$ cat src/common/irq_route_map.vh
// constants for the pci interrupt router: legacy irq numbering and steering codes
// assumes inclusion by bare name from design files; no logic here
`ifndef IRQ_ROUTE_MAP_VH
`define IRQ_ROUTE_MAP_VH

// =====================================================
// widths
`define NUM_LINES      3'h4
`define SEL_W          3
`define IRQ_W          16

// =====================================================
// steering select codes, one per legal legacy irq
`define SEL_IRQ3       3'h0
`define SEL_IRQ4       3'h1
`define SEL_IRQ5       3'h2
`define SEL_IRQ7       3'h3
`define SEL_IRQ9       3'h4
`define SEL_IRQ11      3'h5
`define SEL_IRQ14      3'h6
`define SEL_IRQ15      3'h7

// =====================================================
// legacy irq bit positions
`define IRQ3_BIT       3
`define IRQ4_BIT       4
`define IRQ5_BIT       5
`define IRQ7_BIT       7
`define IRQ9_BIT       9
`define IRQ11_BIT      11
`define IRQ13_BIT      13
`define IRQ14_BIT      14
`define IRQ15_BIT      15

// =====================================================
// reset values
`define LINE_EN_RST    1'h0
`define LINE_SEL_RST   3'h0
`define SYNC_RST       6'h3F
`define ROUTE_RST      1'h0
`define LEGACY_RST     16'h0000

// =====================================================
// level of an unused line input: inactive high
`define SRC_IDLE_N     1'h1

`endif

$ cat src/line_steer.v
// one routable request line: sync, wire-join and steering onto a one-hot legacy irq vector
// assumes source pins are asynchronous active-low levels
`timescale 1ns/10ps
`include "irq_route_map.vh"

module line_steer
(
  input  wire                clk,       // system clock
  input  wire                reset_n,   // async reset, active low
  input  wire [5:0]          src_n,     // joined sources, active low
  input  wire                enable,    // steering enabled
  input  wire [`SEL_W-1:0]   sel,       // steering select code
  output wire                active,    // synchronised shared request
  output reg  [`IRQ_W-1:0]   irq_vec    // one-hot contribution to legacy irqs
);

  reg  [5:0] meta_r;
  reg  [5:0] sync_r;
  reg  [`IRQ_W-1:0] vec_nxt;

  // =====================================================
  // synchroniser
  always @(posedge clk or negedge reset_n)
  begin
    if (!reset_n)
    begin
      meta_r <= `SYNC_RST;
      sync_r <= `SYNC_RST;
    end
    else
    begin
      meta_r <= src_n;
      sync_r <= meta_r;
    end
  end

  // inverted wired-and of open-drain sources: high while any source asks
  assign active = ~&sync_r;

  // =====================================================
  // steering decode
  always @*
  begin
    vec_nxt = {`IRQ_W{1'b0}};
    if (active && enable)
    begin
      case (sel)
        `SEL_IRQ3:  vec_nxt[`IRQ3_BIT]  = 1'b1;
        `SEL_IRQ4:  vec_nxt[`IRQ4_BIT]  = 1'b1;
        `SEL_IRQ5:  vec_nxt[`IRQ5_BIT]  = 1'b1;
        `SEL_IRQ7:  vec_nxt[`IRQ7_BIT]  = 1'b1;
        `SEL_IRQ9:  vec_nxt[`IRQ9_BIT]  = 1'b1;
        `SEL_IRQ11: vec_nxt[`IRQ11_BIT] = 1'b1;
        `SEL_IRQ14: vec_nxt[`IRQ14_BIT] = 1'b1;
        `SEL_IRQ15: vec_nxt[`IRQ15_BIT] = 1'b1;
        default:    vec_nxt = {`IRQ_W{1'b0}};
      endcase
    end
  end

  always @(posedge clk or negedge reset_n)
  begin
    if (!reset_n)
      irq_vec <= {`IRQ_W{1'b0}};
    else
      irq_vec <= vec_nxt;
  end

endmodule // line_steer

$ cat src/pci_interrupt_router.v
// top of the pci interrupt router: slot and onboard sources onto four lines, lines onto legacy irqs
// assumes steering settings are static levels from firmware config logic on clk
`timescale 1ns/10ps
`include "irq_route_map.vh"

module pci_interrupt_router
(
  input  wire                clk,            // system clock 25 MHz
  input  wire                reset_n,        // async reset, active low
  input  wire [3:0]          slot1_int_n,    // slot 1 inta..intd (bit0 = inta), active low
  input  wire [3:0]          slot2_int_n,    // slot 2 inta..intd, active low
  input  wire [3:0]          slot3_int_n,    // slot 3 inta..intd, active low
  input  wire                usb_int_n,      // onboard usb request, active low
  input  wire                video_int_n,    // onboard video request, active low
  input  wire                enet_int_n,     // onboard ethernet request, active low
  input  wire [3:0]          line_enable,    // per line steering enable (a..d)
  input  wire [`SEL_W-1:0]   sel_line_a,     // steering code line a
  input  wire [`SEL_W-1:0]   sel_line_b,     // steering code line b
  input  wire [`SEL_W-1:0]   sel_line_c,     // steering code line c
  input  wire [`SEL_W-1:0]   sel_line_d,     // steering code line d
  output reg                 route_line_a,   // line a active (high = request)
  output reg                 route_line_b,   // line b active
  output reg                 route_line_c,   // line c active
  output reg                 route_line_d,   // line d active
  output reg  [`IRQ_W-1:0]   legacy_irq      // legacy irq levels, high = request
);

  // =====================================================
  // timing and limits
  // a pin level reaches route_line_x after three edges (two sync flops and the
  // output flop) and legacy_irq after four, because the steering decode inside
  // each line is registered before the merge.
  // a steering change shows on legacy_irq after two edges; firmware should hold a
  // line's enable low while it rewrites that line's select code, or one stray
  // cycle on the old irq may follow.
  // there is no edge capture: a source that never releases keeps its irq busy,
  // which is what level-shared lines rely on.

  // =====================================================
  // slot 1 pins; bit 0 of each slot bus is inta
  wire              slot1_inta_n;
  wire              slot1_intb_n;
  wire              slot1_intc_n;
  wire              slot1_intd_n;

  assign slot1_inta_n = slot1_int_n[0];
  assign slot1_intb_n = slot1_int_n[1];
  assign slot1_intc_n = slot1_int_n[2];
  assign slot1_intd_n = slot1_int_n[3];

  // =====================================================
  // slot 2 pins
  wire              slot2_inta_n;
  wire              slot2_intb_n;
  wire              slot2_intc_n;
  wire              slot2_intd_n;

  assign slot2_inta_n = slot2_int_n[0];
  assign slot2_intb_n = slot2_int_n[1];
  assign slot2_intc_n = slot2_int_n[2];
  assign slot2_intd_n = slot2_int_n[3];

  // =====================================================
  // slot 3 pins
  wire              slot3_inta_n;
  wire              slot3_intb_n;
  wire              slot3_intc_n;
  wire              slot3_intd_n;

  assign slot3_inta_n = slot3_int_n[0];
  assign slot3_intb_n = slot3_int_n[1];
  assign slot3_intc_n = slot3_int_n[2];
  assign slot3_intd_n = slot3_int_n[3];

  // =====================================================
  // per-line joined sources and shared request levels
  wire [5:0]        src_a_n;
  wire [5:0]        src_b_n;
  wire [5:0]        src_c_n;
  wire [5:0]        src_d_n;
  wire              act_a;
  wire              act_b;
  wire              act_c;
  wire              act_d;

  // =====================================================
  // steering vectors
  wire [`IRQ_W-1:0] vec_a;
  wire [`IRQ_W-1:0] vec_b;
  wire [`IRQ_W-1:0] vec_c;
  wire [`IRQ_W-1:0] vec_d;
  wire [`IRQ_W-1:0] legacy_nxt;

  // =====================================================
  // line a: slot 1 intc, slot 2 inta, slot 3 intb
  assign src_a_n[0] = slot1_intc_n;
  assign src_a_n[1] = slot2_inta_n;
  assign src_a_n[2] = slot3_intb_n;
  assign src_a_n[3] = `SRC_IDLE_N;
  assign src_a_n[4] = `SRC_IDLE_N;
  assign src_a_n[5] = `SRC_IDLE_N;

  line_steer u_line_a
  (
    .clk     (clk),
    .reset_n (reset_n),
    .src_n   (src_a_n),
    .enable  (line_enable[0]),
    .sel     (sel_line_a),
    .active  (act_a),
    .irq_vec (vec_a)
  );

  // =====================================================
  // line b: slot 1 intb, slot 2 intc, slot 3 inta
  assign src_b_n[0] = slot1_intb_n;
  assign src_b_n[1] = slot2_intc_n;
  assign src_b_n[2] = slot3_inta_n;
  assign src_b_n[3] = `SRC_IDLE_N;
  assign src_b_n[4] = `SRC_IDLE_N;
  assign src_b_n[5] = `SRC_IDLE_N;

  line_steer u_line_b
  (
    .clk     (clk),
    .reset_n (reset_n),
    .src_n   (src_b_n),
    .enable  (line_enable[1]),
    .sel     (sel_line_b),
    .active  (act_b),
    .irq_vec (vec_b)
  );

  // =====================================================
  // line c: slot 1 inta, slot 2 intb, slot 3 intc
  // plus the onboard ethernet controller
  assign src_c_n[0] = slot1_inta_n;
  assign src_c_n[1] = slot2_intb_n;
  assign src_c_n[2] = slot3_intc_n;
  assign src_c_n[3] = enet_int_n;
  assign src_c_n[4] = `SRC_IDLE_N;
  assign src_c_n[5] = `SRC_IDLE_N;

  line_steer u_line_c
  (
    .clk     (clk),
    .reset_n (reset_n),
    .src_n   (src_c_n),
    .enable  (line_enable[2]),
    .sel     (sel_line_c),
    .active  (act_c),
    .irq_vec (vec_c)
  );

  // =====================================================
  // line d: intd of every slot
  // plus the onboard usb and video controllers
  assign src_d_n[0] = slot1_intd_n;
  assign src_d_n[1] = slot2_intd_n;
  assign src_d_n[2] = slot3_intd_n;
  assign src_d_n[3] = usb_int_n;
  assign src_d_n[4] = video_int_n;
  assign src_d_n[5] = `SRC_IDLE_N;

  line_steer u_line_d
  (
    .clk     (clk),
    .reset_n (reset_n),
    .src_n   (src_d_n),
    .enable  (line_enable[3]),
    .sel     (sel_line_d),
    .active  (act_d),
    .irq_vec (vec_d)
  );

  // =====================================================
  // lines steered to one irq simply or together; firmware decides whether they share
  assign legacy_nxt = vec_a | vec_b | vec_c | vec_d;

  // =====================================================
  // route line registers: every port leaves from a flop
  always @(posedge clk or negedge reset_n)
  begin
    if (!reset_n)
      route_line_a <= `ROUTE_RST;
    else
      route_line_a <= act_a;
  end

  always @(posedge clk or negedge reset_n)
  begin
    if (!reset_n)
      route_line_b <= `ROUTE_RST;
    else
      route_line_b <= act_b;
  end

  always @(posedge clk or negedge reset_n)
  begin
    if (!reset_n)
      route_line_c <= `ROUTE_RST;
    else
      route_line_c <= act_c;
  end

  always @(posedge clk or negedge reset_n)
  begin
    if (!reset_n)
      route_line_d <= `ROUTE_RST;
    else
      route_line_d <= act_d;
  end

  // =====================================================
  // legacy irq register
  always @(posedge clk or negedge reset_n)
  begin
    if (!reset_n)
      legacy_irq <= `LEGACY_RST;
    else
      legacy_irq <= legacy_nxt;
  end

endmodule // pci_interrupt_router

$ cat config.mk
export PLATFORM = sky130hd
export DESIGN_NAME = pci_interrupt_router
export DESIGN_NICKNAME = d
export VERILOG_FILES = /design/src/line_steer.v /design/src/pci_interrupt_router.v
export VERILOG_INCLUDE_DIRS = /design/src /design/src/common
export SDC_FILE = /design/constraint.sdc
export NUM_CORES = 1
export LEC_CHECK = 0
export CORE_MARGIN = 2
export CORE_UTILIZATION = 52
export DETAILED_ROUTE_END_ITERATION = 12
export DONT_BUFFER_PORTS = 1
export HOLD_SLACK_MARGIN = 0.05
export PLACE_DENSITY = 0.67
export SLEW_MARGIN = 15
export SYNTH_ARGS = -nofsm -noshare
export SYNTH_HDL_FRONTEND = slang
export SYNTH_SLANG_ARGS = --single-unit
$ cat constraint.sdc
create_clock -name clk -period 2.7 [get_ports clk]
set_input_delay 0 -clock clk [delete_from_list [all_inputs] [get_ports clk]]
set_output_delay 0 -clock clk [all_outputs]
set_load 0.005 [all_outputs]
# Word-level counts from Yosys, hierarchy flattened
# Cells that the tools add are included.
# Widths: inputs -> output; s select.
word_totals:
  reg_bits: 114
classes:
  muxes: 36
  n_reduce_logical: 16
  bitwise_logic: 3
  n_eq_ne: 28
ops:
  columns: ["op", "count"]
  rows:
  - ["$mux 16", 4]
  - ["$eq 3x3->1 const B", 16]
  - ["$or 16x16->16", 3]
  - ["$mux 1", 32]
  - ["$eq 3x2->1 const B", 8]
  - ["$eq 3x1->1 const B", 4]
  - ["$logic_not 3->1", 4]
  - ["$reduce_and 3->1", 2]
  - ["$reduce_and 5->1", 1]
  - ["$logic_and 1x1->1", 4]
  - ["$logic_not 1->1", 4]
  - ["$reduce_and 4->1", 1]

# Logic depth before layout (Yosys ltp)
# Gate-level depths: netlist of run 1.
logic_depth:
  depth_word: 4
  depth_mapped: 3
  depth_no_buf: 2

# By module
# Synthesis of run 1 repeated with hierarchy kept, for this count alone.
hier_totals:
  cells_unflattened: 229
  hier_area_um2: 3482.1
by_module_without_submodules:
  columns: ["module", "cells_each", "area_per_inst_um2", "seq_area_each_um2", "instances"]
  rows:
  - ["line_steer", 48, 714.4, 515.5, 4]
  - ["pci_interrupt_router", 37, 624.3, 500.5, 1]

# Least setup slack after synthesis of run 1
# No wires, ideal clock.
synth_path:
  path_kind: "register to register"
  startpoint: "register u_line_d.sync_r[2]"
  endpoint: "register u_line_d.irq_vec[11]"
  period_less_slack_ns: 1.045
  arrival_ns: 0.903
  setup_time_ns: 0.142
  path_buffers: 1
  stages_incl_launch_ff: 4
  setup_slack_ns: 1.655
  cell_sequence: "dfstp_2 > and4_1 > buf_2 > a211oi_1"
synth_via:
  elab_chain_cells: 4
synth_lines:
  columns: ["element", "line_no", "source"]
  rows:
  - ["start, declared", "line_steer.v:18", "reg [5:0] sync_r;"]
  - ["start signal, assigned", "line_steer.v:28", "sync_r <= `SYNC_RST;"]
  - ["start signal, assigned", "line_steer.v:33", "sync_r <= meta_r;"]
  - ["$reduce_and 5->1", "line_steer.v:38", "assign active = ~&sync_r;"]
  - ["$logic_not 1->1", "line_steer.v:38", null]
  - ["$logic_and 1x1->1", "line_steer.v:45", "if (active && enable)"]
  - ["$mux 16", "line_steer.v:45", null]
  - ["via u_line_d.vec_nxt[11]", "line_steer.v:19", "reg [`IRQ_W-1:0] vec_nxt;"]
  - ["end signal, assigned", "line_steer.v:64", "irq_vec <= {`IRQ_W{1'b0}};"]
  - ["end signal, assigned", "line_steer.v:66", "irq_vec <= vec_nxt;"]
  - ["end, declared", "line_steer.v:14", "output reg [`IRQ_W-1:0] irq_vec"]
# The timed path passes the listed nets, and every way through them passes these cells.

# Worst setup path after layout of run 1
layout_path:
  startpoint: "input port sel_line_a[1]"
  endpoint: "register u_line_a.irq_vec[7]"
layout_via:
  elab_chain_cells: 3
layout_lines:
  columns: ["element", "line_no", "source"]
  rows:
  - ["start, declared", "pci_interrupt_router.v:17", "input wire [`SEL_W-1:0] sel_line_a,"]
  - ["$eq 3x2->1", "line_steer.v:47", "case (sel)"]
  - ["$mux 1", "line_steer.v:47", null]
  - ["$mux 16", "line_steer.v:45", null]
  - ["via u_line_a.vec_nxt[7]", "line_steer.v:19", null]
  - ["end signal, assigned", "line_steer.v:64", null]
  - ["end signal, assigned", "line_steer.v:66", null]
  - ["end, declared", "line_steer.v:14", null]
# The timed path passes the listed nets, and every way through them passes these cells.

==> metrics.md, run 1 <==
| Metric | Value |
|---|---|
| Die Span X | `just over 70 um` |
| First-pass DRT Iterations | `6` |
| Largest net degree at the start of global routing | `between 70 and 80` |
| Post-Synthesis Cells | `153` |
| Routed length per instance | `about 17 um` |
| Seq/Total Area, Yosys | `78.24%` |
| Multi-input gate area | `around 460 um2` |
| Crit path launch type | `input pin` |
| Final Cycle Share | `approximately two thirds` |
| Max stage delay on crit path | `0.60 ns` |
| Share of the synthesized area in the top cell type | `45.60%` |
| Vias in the first global route | `between 1k and 1.5k` |
| Initial core utilization | `54.71%` |
| Fmax achieved | `about 0.55 GHz` |
| Drt total wl | `4.386 mm` |
| Clock latency on the worst-skew pair | `0.34 ns` |
| Final setup fails | `0` |
| FF-to-FF setup slack | `approximately 0.97 ns` |
| Reg2Reg Depth | `3` |
| Yosys cell types | `27` |
| Port bufs | `0` |
| Crit path capture type | `register` |
| DIE AREA | `0.005205 mm2` |
| Critical path launch point | `sel_line_a[1]` |
| # Post-CTS Setup Buffers | `0` |
| CP bufs+invs | `3` |
| Worst hold path class | `input pin to async pin` |
| Leakage power | `1.383 nW` |
| Grt ovf | `0` |
| CP Class | `input pin to register` |
| Hold slack | `0.1953 ns` |
| Die height | `72.15 um` |
| Final nets | `240` |
| Initial DRC count | `approximately 120` |
| Clock Skews | `0.008502 ns` |
| RSZ-0062 raised after global routing | `no` |
| ANT nets after route | `0` |
| Max-slew violations | `0` |
| CP max-delay cell | `dlygate4sd3_1` |
| H-tree depth | `3` |
| CTS buffer count | `9` |
| # rows | `24` |
| Outcome | `finished, final reports clean` |
| Synth area leaders | `dfrtp_1, dfstp_2, buf_4` |
| Largest family of logic cells by synthesized area | `simple AND/OR/NAND/NOR gates` |
| DP Wirelength | `2.462 mm` |
| IO Pins | `53` |
| Initial antenna violation count | `0` |
| FILL cells | `301` |
| Complex-gate fraction of the synthesized area | `3.212%` |
| Setup TNS | `0 ns` |
| Synthesized cell area | `0.002415 mm2` |
| Reg2reg end | `u_line_d.irq_vec[9]` |
| Gpl congestion | `0.7407` |
| Post-DR vias/cell | `5.447` |
| Most used cell, CP | `dlygate4sd3_1` |
| Cell taking the most area after synthesis | `dfrtp_1` |
| Max cap viols | `0` |
| VDD IR max | `between 0.4 and 0.5 mV` |
| Commonest non-fill, non-tap cell in the layout | `dlygate4sd3_1` |
| Worst path arrival time | `2.11 ns` |
| Root Driver | `clkbuf_8` |
| Pwr Density | `668.2 mW/mm2` |
| Share of cells above drive strength 1 | `between 20 and 25%` |
| Average size of a mapped cell | `15.78 um2` |
| Simple-Gate Fraction of Synth Area | `14.72%` |
| All-Layer GR Usage | `19.52%` |
| Clk buf depth | `2` |
| Area delta synth->final | `28.13%` |
| CTS tree | `built` |
| Multiplexer share of the synthesized area | `0%` |
| Max FO, Critical Path | `4` |
| Cell Chain, Critical Path | `dlygate4sd3_1 > nand2_1 > dlygate4sd3_1 > nor4b_1 > dlygate4sd3_1` |
| Storage cell area | `0.001889 mm2` |
| CP delay by family, top | `buffers and inverters` |
| Crit path required time | `between 2 and 3 ns` |
| CTS Sinks | `74` |
| Final Hold Viols | `0` |
| First-pass GRT wire length | `7.162 mm` |
| DR DRC count | `0` |
| Clock transition at the registers of the reported paths | `~0.070 ns` |
| Worst r2r src | `u_line_d.sync_r[2]` |
| Number of diodes | `0` |
| Synth warnings | `0` |
| Core area | `0.004414 mm2` |
| #FFs+latches synth | `74` |
| Most frequent cells in the layout | `dlygate4sd3_1, dfrtp_1, dfstp_2, clkbuf_8` |
| Synth Area in Adders | `0%` |
| Via count | `1,438` |
| Synth Area in XOR/XNOR | `0%` |
| Min Tclk post-route | `~1.8 ns` |
==> report_power, final <==
group / internal (mW) / total (mW) / leakage, nW / switching [mW]
clock network: 0.388 / 0.750 / 0.0896 / 0.362
registers: 1.17 / 1.19 / 0.897 / 0.0186
logic: 0.0636 / 0.126 / 0.396 / 0.0620
==> cell type report <==
cell class,instances,share of cell area [%]
flip-flops and latches,74,61.06
multi-input cells,71,14.96
well taps,52,2.103
clock inverters,2,0.3235
repair buffers,47,15.77
inverters,4,0.4852
clock buffers,14,5.297
==> logic make-up after synthesis <==
family / Yosys count
and+or+nand+nor: 53
DFF: 74
other: 1
AOI/OAI and AO/OA: 10
buffers and inverters: 15
==> layer usage <==
layer  wire, um  vias up  part of all wire, %  global-route usage, %
li1           -      631                    -                      -
met1       1661      704                   38                  22.65
met2       2233       87                   51                  31.19
met3        332       16                  7.6                  6.389
met4        159        0                  3.6                  12.58
met5          0        -                    0                      0
==> stage by stage <==
| step | area, um2 | setup WS [ns] | cells | utilization [%] | power, mW |
|---|---|---|---|---|---|
| after floorplan | 2441 | 1.655 | 160 | - | 1.249 |
| after global placement | 2432 | 1.610 | 201 | 55.10 | 1.249 |
| after detailed placement | 2432 | 1.530 | 201 | 55.10 | 1.253 |
| after CTS | 3094 | 0.9500 | 264 | 70.10 | 2.075 |
| after global routing | 3094 | 0.8073 | 264 | 70.10 | 2.144 |
| final | 3094 | 0.8682 | 264 | 70.10 | 2.068 |
==> worst max-delay path by stage <==
stage,end,slack [ns],cells after the start
CTS,u_line_a.irq_vec[7],0.95,5
global route,u_line_a.irq_vec[7],0.81,5
finish,u_line_a.irq_vec[7],0.87,5
global placement,u_line_d.irq_vec[9],1.61,2
floorplan,u_line_d.irq_vec[11],1.66,3
detailed placement,u_line_d.irq_vec[4],1.53,2
==> sequential cells by signal, indices dropped and copies added (netlist names) <==
| name | cells |
|---|---|
| legacy_irq | 8 |
| u_line_a.irq_vec | 8 |
| u_line_b.irq_vec | 8 |
| u_line_c.irq_vec | 8 |
| u_line_d.irq_vec | 8 |
| u_line_d.meta_r | 5 |
| u_line_d.sync_r | 5 |
| u_line_c.meta_r | 4 |
| u_line_c.sync_r | 4 |
| u_line_a.meta_r | 3 |
| u_line_a.sync_r | 3 |
| u_line_b.meta_r | 3 |
| u_line_b.sync_r | 3 |
| route_line_a | 1 |
| route_line_b | 1 |
| route_line_c | 1 |
| route_line_d | 1 |
==> cell usage after synthesis <==
master	n
nor3b_1	6
inv_1	4
dfstp_2	30
buf_2	2
a21oi_1	1
or3b_1	2
a31o_2	1
a21oi_2	1
and4_1	2
nor2_1	6
conb_1	1
or4_1	8
a41o_1	1
and3_1	2
nand2_1	5
a211oi_1	6
or4b_4	1
nor3_1	4
nand2b_1	1
nand3b_1	4
nor4_1	2
nand4bb_1	1
buf_1	1
dfrtp_1	44
nor4b_1	6
buf_4	8
nand3_1	3
==> timing repair <==
action | in CTS | in global routing
hold endpoints to repair | 121 | 0
resized for setup | 0 | 0
hold buffers | 47 | 0
No activity file was read; power rests on OpenSTA's default activity.
==> run 2, diff against run 1 <==
--- a/config.mk
+++ b/config.mk
@@ -6,12 +6,13 @@
 export SDC_FILE = /design/constraint.sdc
 export NUM_CORES = 1
 export LEC_CHECK = 0
+export ABC_AREA = 1
 export CORE_MARGIN = 2
 export CORE_UTILIZATION = 52
 export DETAILED_ROUTE_END_ITERATION = 12
 export DONT_BUFFER_PORTS = 1
 export HOLD_SLACK_MARGIN = 0.05
-export PLACE_DENSITY = 0.67
+export PLACE_DENSITY = 0.7
 export SLEW_MARGIN = 15
 export SYNTH_ARGS = -nofsm -noshare
 export SYNTH_HDL_FRONTEND = slang
==> constraint.sdc (replaced) <==
create_clock -name clk -period 1.6 [get_ports clk]
set_input_delay 0 -clock clk [delete_from_list [all_inputs] [get_ports clk]]
set_output_delay 0 -clock clk [all_outputs]
set_load 0.005 [all_outputs]
==> run 2 against run 1 <==
  * The run now ends with negative hold slack left
  * Via count rose by 5.8%
  * Combinational power rose by 71%
  * Worst hold slack got worse by 0.85 ns
  * Clock power rose by 92%
  * Sequential power rose by 69%
  * Register-to-register slack got worse by 0.92 ns
  * Die area rose by 2.7%
  * Cell area rose by 5.3%
  * Synthesized cell count rose by 22%
  * Final cell count rose by 17%
  * Setup slack got worse by 0.82 ns
  * Core utilization fell by 0.16 points
==> metrics.md, run 2 <==
| Metric | Value |
|---|---|
| Outcome | `finished, violations left` |
| Failing checks | `negative hold slack` |
| Leakage power | `1.500 nW (+8.5%)` |
| Grt ovf | `0 (unchanged)` |
| DP Wirelength | `2.500 mm (+1.6%)` |
| Net Sw Power | `766.2 uW (+73%)` |
| Max-slew violations | `0 (unchanged)` |
| Min Tclk post-route | `~1.6 ns` |
| Core area | `0.004661 mm2 (+5.6%)` |
| Critical path launch point | `u_line_d.sync_r[4]` |
| Worst path arrival time | `1.78 ns (-0.33 ns)` |
| Via count | `1,521 (+5.8%)` |
| Clk buf depth | `2 (unchanged)` |
| H-tree depth | `3 (unchanged)` |
| Synth area leaders | `dfrtp_1, dfstp_2, nor2_1` |
| Seq/Total Area, Yosys | `76.07% (-2.2 points)` |
| Final Hold Viols | `74 (+74)` |
| Pwr Density | `1124 mW/mm2 (+68%)` |
| Synthesized cell area | `0.002484 mm2 (+2.8%)` |
| Number of diodes | `0 (unchanged)` |
| Most frequent cells after synthesis | `dfrtp_1, nor2_1, dfstp_2` |
| Yosys cell types | `18 (-33%)` |
| Util after Layout | `69.93% (-0.16 points)` |
| Logic gate share of total power | `5.9% (-0.2 points)` |
| GR Layer Usage met1 | `19.73% (-2.9 points)` |
| Hold slack | `-0.6587 ns (-0.8540 ns)` |
| IO Pins | `53 (unchanged)` |
| Int Power | `2.897 mW (+78%)` |
| Synth warnings | `0 (unchanged)` |
| Vias in the first global route | `1,565 (+5.3%)` |
| Drt total wl | `4.396 mm (+0.23%)` |
| Post-Synthesis Cells | `187 (+22%)` |
| Max FO, Critical Path | `4 (unchanged)` |
| First-pass GRT wire length | `7.017 mm (-2.0%)` |
| CTS buffer count | `9 (unchanged)` |
| Crit path capture type | `register` |
| Die Span X | `73.11 um (+1.3%)` |
| Max stage delay on crit path | `0.56 ns (-0.04 ns)` |
| Crit path launch type | `register` |
| Clock Skews | `0.005901 ns (-0.002601 ns)` |
| Routed length per instance | `14.23 um (-14%)` |
| Number of flops mapped to enable cells by yosys | `0 (unchanged)` |
| Commonest non-fill, non-tap cell in the layout | `dlygate4sd3_1` |
| Initial antenna violation count | `0 (unchanged)` |
| Worst hold path class | `input pin to async pin` |
| Root Driver | `clkbuf_8` |
| All-Layer GR Usage | `19.12% (-0.39 points)` |
| Fmax achieved | `0.6448 GHz` |
| FILL cells | `334 (+11%)` |
| Average size of a mapped cell | `13.28 um2 (-16%)` |
| Cell taking the most area after synthesis | `dfrtp_1` |
| Die height | `73.11 um (+1.3%)` |
| ANT nets after route | `0 (unchanged)` |
| Max cap viols | `0 (unchanged)` |
| CTS tree | `built` |
| Count leader, synth | `dfrtp_1` |
| Sequential Power Share | `54.9% (-2.7 points)` |
| Clock transition at the registers of the reported paths | `0.07 ns (about the same)` |
| Final design instance area without fill | `0.003259 mm2 (+5.3%)` |
| Final setup fails | `0 (unchanged)` |
| Initial core utilization | `53.29% (-1.4 points)` |
| Largest net degree at the start of global routing | `75 (unchanged)` |
| VDD IR max | `0.8076 mV (+73%)` |
| DIE AREA | `0.005345 mm2 (+2.7%)` |
| Clock latency on the worst-skew pair | `0.35 ns (about the same)` |
| Final nets | `283 (+18%)` |
| Synth Flop Type | `dfrtp_1` |
| Met2 GRT Util | `30.83% (-0.36 points)` |
| Met3 GRT Util | `10.64% (+4.2 points)` |
| CP Class | `register to register` |
| First-pass DRT Iterations | `4 (-2)` |
| # rows | `25 (+4.2%)` |
| Worst r2r src | `u_line_d.sync_r[4]` |
| Gpl congestion | `0.8514 (+15%)` |
| Setup TNS | `0 ns (unchanged)` |
| Area delta synth->final | `31.23%` |
| Switching Share | `20.92% (-0.50 points)` |
| Hold Buf Count CTS | `50 (+6.4%)` |
| Share of the synthesized area in the top cell type | `44.33% (-1.3 points)` |
| CP max-delay cell | `dlygate4sd3_1` |
| Total Power | `3.663 mW (+77%)` |
| Clock power frac | `39.2% (+2.9 points)` |
| Port bufs | `0 (unchanged)` |
| Cell Chain, Critical Path | `nand3_4 > o21bai_4 > nor2_1 > dlygate4sd3_1` |
| Crit path required time | `1.83 ns (-1.15 ns)` |
| Post-DR vias/cell | `4.922 (-9.6%)` |
| Share of cells above drive strength 1 | `25.88% (+4.2 points)` |
| Initial DRC count | `65 (-44%)` |
| Ys async rst share | `100.0% (unchanged)` |
| Area post-placement | `0.002517 mm2 (+3.5%)` |
| GR peak layer | `met2` |
| Most frequent cells in the layout | `dlygate4sd3_1, dfrtp_1, nor2_1, dfstp_2, nand2_1` |
| #FFs+latches synth | `74 (unchanged)` |
| Final Cycle Share | `96.93%` |
| CTS Sinks | `74 (unchanged)` |
| DR DRC count | `0 (unchanged)` |
==> run 2: worst max-delay path, delay by kind of cell, from the launching register on <==
| kind | cells | cell delay [ns] |
|---|---|---|
| buffers and inverters | 1 | 0.56 |
| DFF | 1 | 0.55 |
| AOI/OAI and AO/OA | 1 | 0.17 |
| and+or+nand+nor | 2 | 0.15 |
==> run 2: timing repair <==
action / in CTS / in global routing
gates resized for setup: 0 / 3
hold endpoints to repair: 121 / 74
setup endpoints to repair: 0 / 3
buffers inserted: 0 / 3
==> run 2: kinds of logic (layout without fill, tap and decap cells) <==
logic type | count (synthesis) | in the layout | synth area share [%]
AOI/OAI and AO/OA | 1 | 1 | 0.7557
buffers and inverters | 21 | 82 | 4.383
DFF | 74 | 74 | 76.07
other | 1 | 8 | 0.1510
and+or+nand+nor | 90 | 90 | 18.64
==> run 2: worst paths after layout <==
| check | cells past startpoint | slack, ns | endpoint |
|---|---|---|---|
| min in group clk | 1 | 0.19 | u_line_c.meta_r[1] |
| min reg2reg | 0 | 0.36 | u_line_a.sync_r[1] |
| max reg2reg | 4 | 0.05 | u_line_d.irq_vec[5] |
| max | 4 | 0.05 | u_line_d.irq_vec[5] |
| min | 0 | -0.66 | legacy_irq[4] |
| max in group asynchronous | 0 | 2.07 | u_line_d.meta_r[1] |
==> run 2: routing by layer <==
layer | vias to the layer above | share of wire, %
met5 | - | 0
met3 | 13 | 5.5
met1 | 758 | 36
met2 | 50 | 55
li1 | 700 | -
met4 | 0 | 2.9
==> run 2: final cells by class <==
class,count,area (um2),share of cell area [%]
multi-input cells,99,524.3,16.08
clock buffers,12,155.1,4.760
inverters,13,48.80,1.497
clock inverters,4,48.80,1.497
flip-flops and latches,74,1889,57.97
repair buffers,53,525.5,16.12
well taps,54,67.56,2.073
==> run 2: per-stage QoR <==
stage / std cells / setup slack (ns)
after global routing: 309 / -0.01088
final: 309 / 0.04909
after floorplan: 194 / 0.6478
after global placement: 240 / 0.6177
after CTS: 306 / 0.03512
after detailed placement: 240 / 0.5684
==> run 2: power groups by stage <==
| stage | logic, mW | clock network [mW] | registers, mW |
|---|---|---|---|
| 6_report | 0.215 | 1.44 | 2.01 |
| 5_1_grt | 0.234 | 1.56 | 2.02 |
| 4_1_cts | 0.199 | 1.48 | 2.01 |
| 3_5_place_dp | 0.102 | 0 | 2.04 |
| 3_3_place_gp | 0.0976 | 0 | 2.04 |
| 2_1_floorplan | 0.0985 | 0 | 2.03 |
